[config.mk]
export PLATFORM = sky130hd
export DESIGN_NAME = valve_actuator_discrete_control
export DESIGN_NICKNAME = d
export VERILOG_FILES = /design/src/valve_pkg.sv /design/src/input_qualifier.sv /design/src/position_mover.sv /design/src/valve_actuator_discrete_control.sv
export SDC_FILE = /design/constraint.sdc
export NUM_CORES = 1
export LEC_CHECK = 0
export BUFFER_PORTS_ARGS = -buffer_cell sky130_fd_sc_hd__buf_2
export CAP_MARGIN = 20
export CORE_ASPECT_RATIO = 1.25
export CORE_MARGIN = 5
export CORE_UTILIZATION = 40
export CTS_BUF_LIST = sky130_fd_sc_hd__clkbuf_16
export CTS_CLUSTER_SIZE = 24
export DETAILED_ROUTE_END_ITERATION = 10
export PLACE_DENSITY_LB_ADDON = 0.12
export SLEW_MARGIN = 20
export SYNTH_ARGS = -nofsm -noshare
export SYNTH_HDL_FRONTEND = slang
export SYNTH_SLANG_ARGS = --single-unit
[constraint.sdc]
create_clock -name ref_clk_in -period 3.72 [get_ports ref_clk_in]
set_clock_uncertainty 0.2 [all_clocks]
set_input_delay 0.744 -clock ref_clk_in [delete_from_list [all_inputs] [get_ports ref_clk_in]]
set_output_delay 0.744 -clock ref_clk_in [all_outputs]
set_load 0.005 [all_outputs]
[src/valve_pkg.sv]
// Purpose: shared constants and carrier types for the valve actuator command logic
// Assumes: 200 MHz system clock
// Notes: times kept in their own units, cycle counts derived here
package valve_pkg;

  localparam int unsigned CLK_HZ = 200_000_000;
  localparam int unsigned MIN_CLOSURE_MS = 20;
  localparam int unsigned MENU_HOLD_S = 5;
  localparam int unsigned MIN_CLOSURE_CYC = (CLK_HZ / 1000) * MIN_CLOSURE_MS;
  localparam longint unsigned MENU_HOLD_CYC = longint'(CLK_HZ) * MENU_HOLD_S;
  localparam int unsigned STEP_TIME_CYC = 1000;
  localparam int unsigned POS_W = 6;
  localparam logic [5:0] NUM_POS_DEFAULT = 6'h0a;
  localparam logic [5:0] HOME_INDEX = 6'h01;
  localparam logic [5:0] POS_A_INDEX = 6'h01;
  localparam logic [5:0] POS_B_INDEX = 6'h02;

  typedef enum logic {
    CFG_TWO_POS,
    CFG_MULTI_POS
  } cfg_mode_t;

  // Active-low command pins, one bit each
  typedef struct packed {
    logic up_n;
    logic down_n;
    logic home_n;
    logic pos_a_n;
    logic pos_b_n;
    logic step_n;
    logic home_pin_n;
  } cmd_pins_t;

  // Qualified one-cycle command pulses
  typedef struct packed {
    logic up;
    logic down;
    logic home;
    logic pos_a;
    logic pos_b;
    logic step;
    logic home_pin;
  } cmd_pulses_t;

  typedef struct packed {
    logic pos_a_stat;
    logic pos_b_stat;
    logic home_stat;
    logic run_stat;
  } status_t;

endpackage

[src/input_qualifier.sv]
// Purpose: qualify one active-low discrete input, emit a pulse on qualified assertion
// Assumes: input synchronous to the clock
// Notes: also reports a long-hold pulse once after HOLD_CYC cycles held
`default_nettype none
module input_qualifier
  import valve_pkg::*;
#(
  parameter int unsigned MIN_CYC = MIN_CLOSURE_CYC,
  parameter longint unsigned HOLD_CYC = MENU_HOLD_CYC
) (
  // Clock and reset
  input wire logic ref_clk_in,
  input wire logic rstn_in,
  // Pin and results
  input wire logic pin_n_in,
  output logic press_out,
  output logic hold_out
);

  typedef struct packed {
    logic [39:0] count;
    logic press;
    logic hold;
  } q_state_t;

  q_state_t st;
  q_state_t next_st;

  always_comb begin
    next_st = st;
    next_st.press = 1'b0;
    next_st.hold = 1'b0;
    if (pin_n_in) begin
      next_st.count = '0;
    end else if (st.count != 40'hff_ffff_ffff) begin
      next_st.count = st.count + 40'h1;
      // Edge fires once when closure reaches the minimum time; release does nothing
      if (st.count + 40'h1 == 40'(MIN_CYC)) begin
        next_st.press = 1'b1;
      end
      if (st.count + 40'h1 == 40'(HOLD_CYC)) begin
        next_st.hold = 1'b1;
      end
    end
  end

  always_ff @(posedge ref_clk_in or negedge rstn_in) begin
    if (!rstn_in) begin
      st <= '0;
    end else begin
      st <= next_st;
    end
  end

  assign press_out = st.press;
  assign hold_out = st.hold;

endmodule
`default_nettype wire

[src/position_mover.sv]
// Purpose: move the actuator one index per step tick toward a target
// Assumes: target changes may arrive at any time
// Notes: direction of travel chosen by caller; stands in for the motor drive
`default_nettype none
module position_mover
  import valve_pkg::*;
#(
  parameter int unsigned STEP_CYC = STEP_TIME_CYC
) (
  // Clock and reset
  input wire logic ref_clk_in,
  input wire logic rstn_in,
  // Command
  input wire logic [POS_W-1:0] num_pos_in,
  input wire logic [POS_W-1:0] target_in,
  input wire logic fwd_in,
  // Position
  output logic [POS_W-1:0] pos_out,
  output logic moving_out
);

  typedef struct packed {
    logic [31:0] tick;
    logic [POS_W-1:0] pos;
  } m_state_t;

  m_state_t st;
  m_state_t next_st;

  always_comb begin
    next_st = st;
    if (st.pos == target_in) begin
      next_st.tick = '0;
    end else if (st.tick + 32'h1 >= STEP_CYC) begin
      next_st.tick = '0;
      if (fwd_in) begin
        next_st.pos = (st.pos >= num_pos_in) ? HOME_INDEX : st.pos + 6'h01;
      end else begin
        next_st.pos = (st.pos <= HOME_INDEX) ? num_pos_in : st.pos - 6'h01;
      end
    end else begin
      next_st.tick = st.tick + 32'h1;
    end
  end

  always_ff @(posedge ref_clk_in or negedge rstn_in) begin
    if (!rstn_in) begin
      st <= '{tick: '0, pos: HOME_INDEX};
    end else begin
      st <= next_st;
    end
  end

  assign pos_out = st.pos;
  assign moving_out = (st.pos != target_in);

endmodule
`default_nettype wire

[src/valve_actuator_discrete_control.sv]
// Purpose: discrete-input position command logic for a stepper rotary valve actuator
// Assumes: inputs synchronous to ref_clk_in, active low (pulled to common)
// Notes: config mode and position count are inputs; menu contents are outside
//
// Overview of operation
// - Two-position up goes to B
// - Multiposition up advances one index
// - Two-position down goes to A
// - Multiposition down goes back one index
// - Two-position home goes to A
// - Multiposition home goes to index one
// - Home held five seconds enters menu
// - Up in menu exits unchanged
// - Input asserted when pulled to common
// - A closure held 20 ms moves to A
// - Release never starts motion
// - Qualified B closure moves to B
// - A and B status high on arrival
// - Multiposition step closure 20 ms moves one position, direction set by dir_fwd_in
// - Multiposition home pin drives to index one
// - Home status low at index one
// - Run status low while motor runs
// - New command during move retargets
`default_nettype none
module valve_actuator_discrete_control
  import valve_pkg::*;
#(
  parameter int unsigned MIN_CYC = MIN_CLOSURE_CYC,
  parameter longint unsigned HOLD_CYC = MENU_HOLD_CYC,
  parameter int unsigned STEP_CYC = STEP_TIME_CYC
) (
  // Clock and reset
  input wire logic ref_clk_in,
  input wire logic rstn_in,
  // Configuration
  input wire logic multi_mode_in,
  input wire logic dir_fwd_in,
  input wire logic [POS_W-1:0] num_pos_in,
  // Discrete command pins, active low
  input wire cmd_pins_t pins_in,
  // Feedback
  output status_t status_out,
  output logic menu_active_out,
  output logic [POS_W-1:0] position_out
);

  cmd_pulses_t press;
  logic [6:0] hold;
  logic [POS_W-1:0] pos;
  logic moving;

  // Each pin is asserted low, pulled to common by logic or contact
  input_qualifier #(.MIN_CYC(MIN_CYC), .HOLD_CYC(HOLD_CYC)) u_up (
    .ref_clk_in(ref_clk_in), .rstn_in(rstn_in), .pin_n_in(pins_in.up_n),
    .press_out(press.up), .hold_out(hold[0]));
  input_qualifier #(.MIN_CYC(MIN_CYC), .HOLD_CYC(HOLD_CYC)) u_down (
    .ref_clk_in(ref_clk_in), .rstn_in(rstn_in), .pin_n_in(pins_in.down_n),
    .press_out(press.down), .hold_out(hold[1]));
  input_qualifier #(.MIN_CYC(MIN_CYC), .HOLD_CYC(HOLD_CYC)) u_home (
    .ref_clk_in(ref_clk_in), .rstn_in(rstn_in), .pin_n_in(pins_in.home_n),
    .press_out(press.home), .hold_out(hold[2]));
  input_qualifier #(.MIN_CYC(MIN_CYC), .HOLD_CYC(HOLD_CYC)) u_pos_a (
    .ref_clk_in(ref_clk_in), .rstn_in(rstn_in), .pin_n_in(pins_in.pos_a_n),
    .press_out(press.pos_a), .hold_out(hold[3]));
  input_qualifier #(.MIN_CYC(MIN_CYC), .HOLD_CYC(HOLD_CYC)) u_pos_b (
    .ref_clk_in(ref_clk_in), .rstn_in(rstn_in), .pin_n_in(pins_in.pos_b_n),
    .press_out(press.pos_b), .hold_out(hold[4]));
  input_qualifier #(.MIN_CYC(MIN_CYC), .HOLD_CYC(HOLD_CYC)) u_step (
    .ref_clk_in(ref_clk_in), .rstn_in(rstn_in), .pin_n_in(pins_in.step_n),
    .press_out(press.step), .hold_out(hold[5]));
  input_qualifier #(.MIN_CYC(MIN_CYC), .HOLD_CYC(HOLD_CYC)) u_home_pin (
    .ref_clk_in(ref_clk_in), .rstn_in(rstn_in), .pin_n_in(pins_in.home_pin_n),
    .press_out(press.home_pin), .hold_out(hold[6]));

  typedef enum logic {
    ST_RUN,
    ST_MENU
  } ctl_mode_t;

  typedef struct packed {
    ctl_mode_t mode;
    logic [POS_W-1:0] target;
    logic fwd;
    status_t status;
    logic menu;
    logic [POS_W-1:0] pos;
  } ctl_state_t;

  ctl_state_t st;
  ctl_state_t next_st;

  function automatic logic [POS_W-1:0] next_index(input logic [POS_W-1:0] idx, input logic [POS_W-1:0] n,
                                                   input logic up);
    if (up) begin
      next_index = (idx >= n) ? HOME_INDEX : idx + 6'h01;
    end else begin
      next_index = (idx <= HOME_INDEX) ? n : idx - 6'h01;
    end
  endfunction

  position_mover #(.STEP_CYC(STEP_CYC)) u_mover (
    .ref_clk_in(ref_clk_in),
    .rstn_in(rstn_in),
    .num_pos_in(multi_mode_in ? num_pos_in : POS_B_INDEX),
    .target_in(st.target),
    .fwd_in(st.fwd),
    .pos_out(pos),
    .moving_out(moving)
  );

  always_comb begin
    next_st = st;
    case (st.mode)
      ST_RUN: begin
        // Long home hold enters the menu instead of moving
        if (hold[2]) begin
          next_st.mode = ST_MENU;
          next_st.target = pos;
        end else if (!multi_mode_in) begin
          // Any up, down, home, A or B command replaces the current target, even mid-move
          // A target equal to the current position makes no motion
          if (press.up || press.pos_b) begin
            next_st.target = POS_B_INDEX;
            next_st.fwd = 1'b1;
          end else if (press.down || press.home || press.pos_a) begin
            next_st.target = POS_A_INDEX;
            next_st.fwd = 1'b0;
          end
        end else begin
          if (press.up) begin
            next_st.target = next_index(st.target, num_pos_in, 1'b1);
            next_st.fwd = 1'b1;
          end else if (press.down) begin
            next_st.target = next_index(st.target, num_pos_in, 1'b0);
            next_st.fwd = 1'b0;
          end else if (press.step) begin
            next_st.target = next_index(st.target, num_pos_in, dir_fwd_in);
            next_st.fwd = dir_fwd_in;
          end else if (press.home) begin
            next_st.target = HOME_INDEX;
            next_st.fwd = 1'b0;
          end else if (press.home_pin) begin
            next_st.target = HOME_INDEX;
            next_st.fwd = dir_fwd_in;
          end
        end
      end
      ST_MENU: begin
        // Up leaves the menu with nothing changed
        if (press.up) begin
          next_st.mode = ST_RUN;
        end
      end
      default: begin
        next_st.mode = ST_RUN;
      end
    endcase
    next_st.menu = (next_st.mode == ST_MENU);
    next_st.pos = pos;
    next_st.status.pos_a_stat = !multi_mode_in && !moving && (pos == POS_A_INDEX);
    next_st.status.pos_b_stat = !multi_mode_in && !moving && (pos == POS_B_INDEX);
    next_st.status.home_stat = !(pos == HOME_INDEX && !moving);
    next_st.status.run_stat = !moving;
  end

  always_ff @(posedge ref_clk_in or negedge rstn_in) begin
    if (!rstn_in) begin
      st <= '{mode: ST_RUN, target: HOME_INDEX, fwd: 1'b1,
              status: '{pos_a_stat: 1'b0, pos_b_stat: 1'b0, home_stat: 1'b1, run_stat: 1'b1},
              menu: 1'b0, pos: HOME_INDEX};
    end else begin
      st <= next_st;
    end
  end

  assign status_out = st.status;
  assign menu_active_out = st.menu;
  assign position_out = st.pos;

endmodule
`default_nettype wire

==> flow_summary.toml <==
[outcome]
outcome = "finished clean"

[synth]
ys_types = 81
ys_warn_count = 0
yosys.area.top_type_share_pct = 39.6
yosysMostFrequentCell = "dfrtp_1"
seq_area_frac_synth_pct = 40.4
synthFlopType = "dfrtp_1"
synthTopCellsByCount = "dfrtp_1, a21oi_1, nand2_1"
async_flop_share_pct = 100
synth_edf_count = 0
synthCells = 2473
ys_seq_elements = 344
synthTopCellsByArea = "dfrtp_1, a21oi_1, xnor2_1"
syn_area_per_cell_um2 = 8.63
yosys.area.top_type = "dfrtp_1"
netlist_area_um2 = 21300

[floorplanning]
dieWidth_um = 217
die-area_um2 = 58100
initial_core_util_pct = 40.5
coreArea_um2 = 52700
ios = 28
row_count = 94
die-height_um = 268

[worst_setup_path]
critPathMaxStageDelay_ns = 0.57
cp_data_required_time_ns = 3.93
r2r-end = "u_down.press_out$_DFF_PN0_"
crit_end = "u_down.press_out$_DFF_PN0_"
reg2reg_depth = 8
cp-end-kind = "flip-flop"
worst-r2r-setup-slack_ns = 0.29
critPathArrivalTime_ns = 3.64
crit_slowest_cell = "a2111oi_1"
reg2reg_from = "u_down.st[9]$_DFFE_PN0P_"
start_kind = "flip-flop"
criticalPathCategory = "reg2reg"
cp_max_fo = 7
critical_path.cell_chain = "nand3_1, nor3_2, nand4_1, xor2_1, or4_1, a2111oi_1, nand4_1, nor4_1"
cpMostUsedCell = "nand4_1"
crit_start = "u_down.st[9]$_DFFE_PN0P_"

[routing]
detail_route.wirelength_um = 50500
drc = 0
drt-initial-drc-count = 972
viasPerCell = 5.64
ant_nets = 0
first_pass_iters = 5
routed-via-count = 17800
post_drt_wl_per_cell_um = 16.0

[placed_design]
place_congestion = 0.866
dp.cells = 3085
placed_area_um2 = 22200
io_buffers = 27
dp_worst_setup_slack_ns = 0.165
hpwl_um = 35000

[global_routing]
grt_pass1_vias = 17700
grt_start_max_net_pins = 79
grt_overflow = 0
antenna_found_initial = 1
grtUsageTotal_pct = 17.3
grt_pass1_wl_um = 86600

[clock_network]
path_clk_slew_ns = 0.06
clkSinkCount = 344
cts-root-buf = "clkbuf_16"
htree_levels = 2
cts_inserted_buffers = 41
clockBufferDepth = 3
clk_latency_ns = 0.55
cts_tree = "done"

[power_and_ir_drop]
finalPower_mw = 8.83
ir_drop_v = 0.000443
powerDensity_nw_per_um2 = 376
p_leak_nw = 9.30

[sta]
finalHoldViolCount = 0
tightest_slew_ns = 0.855
fmax_mhz = 291
fin_crit_ns = 3.43
tns_ns = 0
setup_ws_ns = 0.289
fin_crit_sh_pct = 92.2
max-slew-margin-rel_pct = 42.6
slew_violations = 0
rsz0062_at_grt = "false"
setup_viol = 0

[final_layout]
nets = 2508
synthToLayoutAreaGrowth_pct = 10.1
fin_area_um2 = 23500
fin_cells = 3158
n_fill_cell = 5196
layout-drive-gt1-share_pct = 7.72
antenna_cells_inserted = 0

[worst_hold_path]
hold_path_class = "reg2reg"
hold_start = "u_mover.pos_out[0]$_DFFE_PN1P_"

[job]
maxCapViolations = 0
## power breakdown
| part | internal, mW | switching (mW) |
|---|---|---|
| Combinational | 0.344 | 0.483 |
| Clock | 2.41 | 1.56 |
| Sequential | 3.86 | 0.181 |
| Total | 6.61 | 2.22 |
## routing by layer
layer	vias to the layer above	share of wire (%)	track usage, %
met2	216	50	31.6
met3	73	3.4	2.77
met1	8665	45	21.4
met4	2	1.9	4.33
met5	-	0.040	0
li1	8842	-	-
## flip-flops by register name, summed over array words and instances (netlist names), 4 cells and up
signal / flops
u_pos_a.st: 40
u_step.st: 40
u_up.st: 40
st: 7
position_out: 6
u_home_pin.st: 40
u_pos_b.st: 40
u_down.st: 40
u_mover.pos_out: 6
u_home.st: 40
u_mover.st: 32
status_out: 4
## repair_timing
item,4_1_cts,5_1_grt
setup buffers,0,0
hold endpoints to repair,55,0
hold buffers,1,0
setup endpoints to repair,0,2
resized for setup,0,2
## critical path, delay by kind of cell (launching register included)
| kind | cells | cell delay (ns) |
|---|---|---|
| AND/OR/NAND/NOR | 6 | 1.90 |
| AO/OA/AOI/OAI | 1 | 0.57 |
| flip-flops | 1 | 0.45 |
| XOR/XNOR | 1 | 0.18 |
## worst min-delay path by stage
| stage | end | slack (ns) | cells past startpoint |
|---|---|---|---|
| after floorplan | position_out[2]$_DFF_PN0_ | 0.18 | 0 |
| after global placement | position_out[0]$_DFF_PN1_ | 0.24 | 0 |
| after detailed placement | position_out[0]$_DFF_PN1_ | 0.24 | 0 |
| after CTS | position_out[0]$_DFF_PN1_ | 0.25 | 0 |
| after global routing | position_out[0]$_DFF_PN1_ | 0.25 | 0 |
| final | position_out[0]$_DFF_PN1_ | 0.24 | 0 |
## kinds of logic (layout without fill, tap and decap cells)
| logic type | count (synthesis) | count (layout) | share of synthesized area (%) |
|---|---|---|---|
| mux | 43 | 43 | 2.11 |
| xor+xnor | 271 | 271 | 11.1 |
| simple gates | 1047 | 1047 | 26.0 |
| buf+inv | 202 | 194 | 3.81 |
| flops | 344 | 344 | 40.4 |
| compound gates | 531 | 531 | 14.6 |
| fa+ha+maj | 34 | 34 | 1.99 |
| other cells | 1 | 22 | 0.0176 |
## area by class of cell
type,count,area (µm²),share of cell area [%]
clock buffer,41,1030,4.37
clock inverter,31,288,1.23
inverter,49,184,0.783
multi-input combinational,1948,12000,51.0
sequential,344,8620,36.7
tap,672,841,3.58
timing repair buffer,73,543,2.31
## per-stage QoR
stage	util [%]	hold slack, ns
floorplan	-	0.178
global placement	42.1	0.245
global route	44.6	0.255
CTS	44.6	0.246
finish	44.6	0.241
detailed placement	42.1	0.244
## cells in the final DEF (no fill, tap or decap), drive strengths merged, types with 10 or more instances in the layout
cell,n
nand2,219
or2,18
xnor2,149
a21oi,307
nand4,87
nor2b,10
o21a,10
o31ai,12
o22ai,15
clkinv,12
and4,32
nor4b,10
nor4,43
inv,61
xor2,122
nand2b,12
a31oi,21
or3,18
and3,69
o2111ai,13
a21o,12
nand3b,15
ha,34
nand4b,12
dfrtp,338
buf,72
mux2,15
nor3,87
mux2i,28
o21ai,66
and2,21
conb,22
nor3b,17
clkbuf,41
nor2,194
nand3,160
Note: power is estimated with default switching activity, not from simulation.
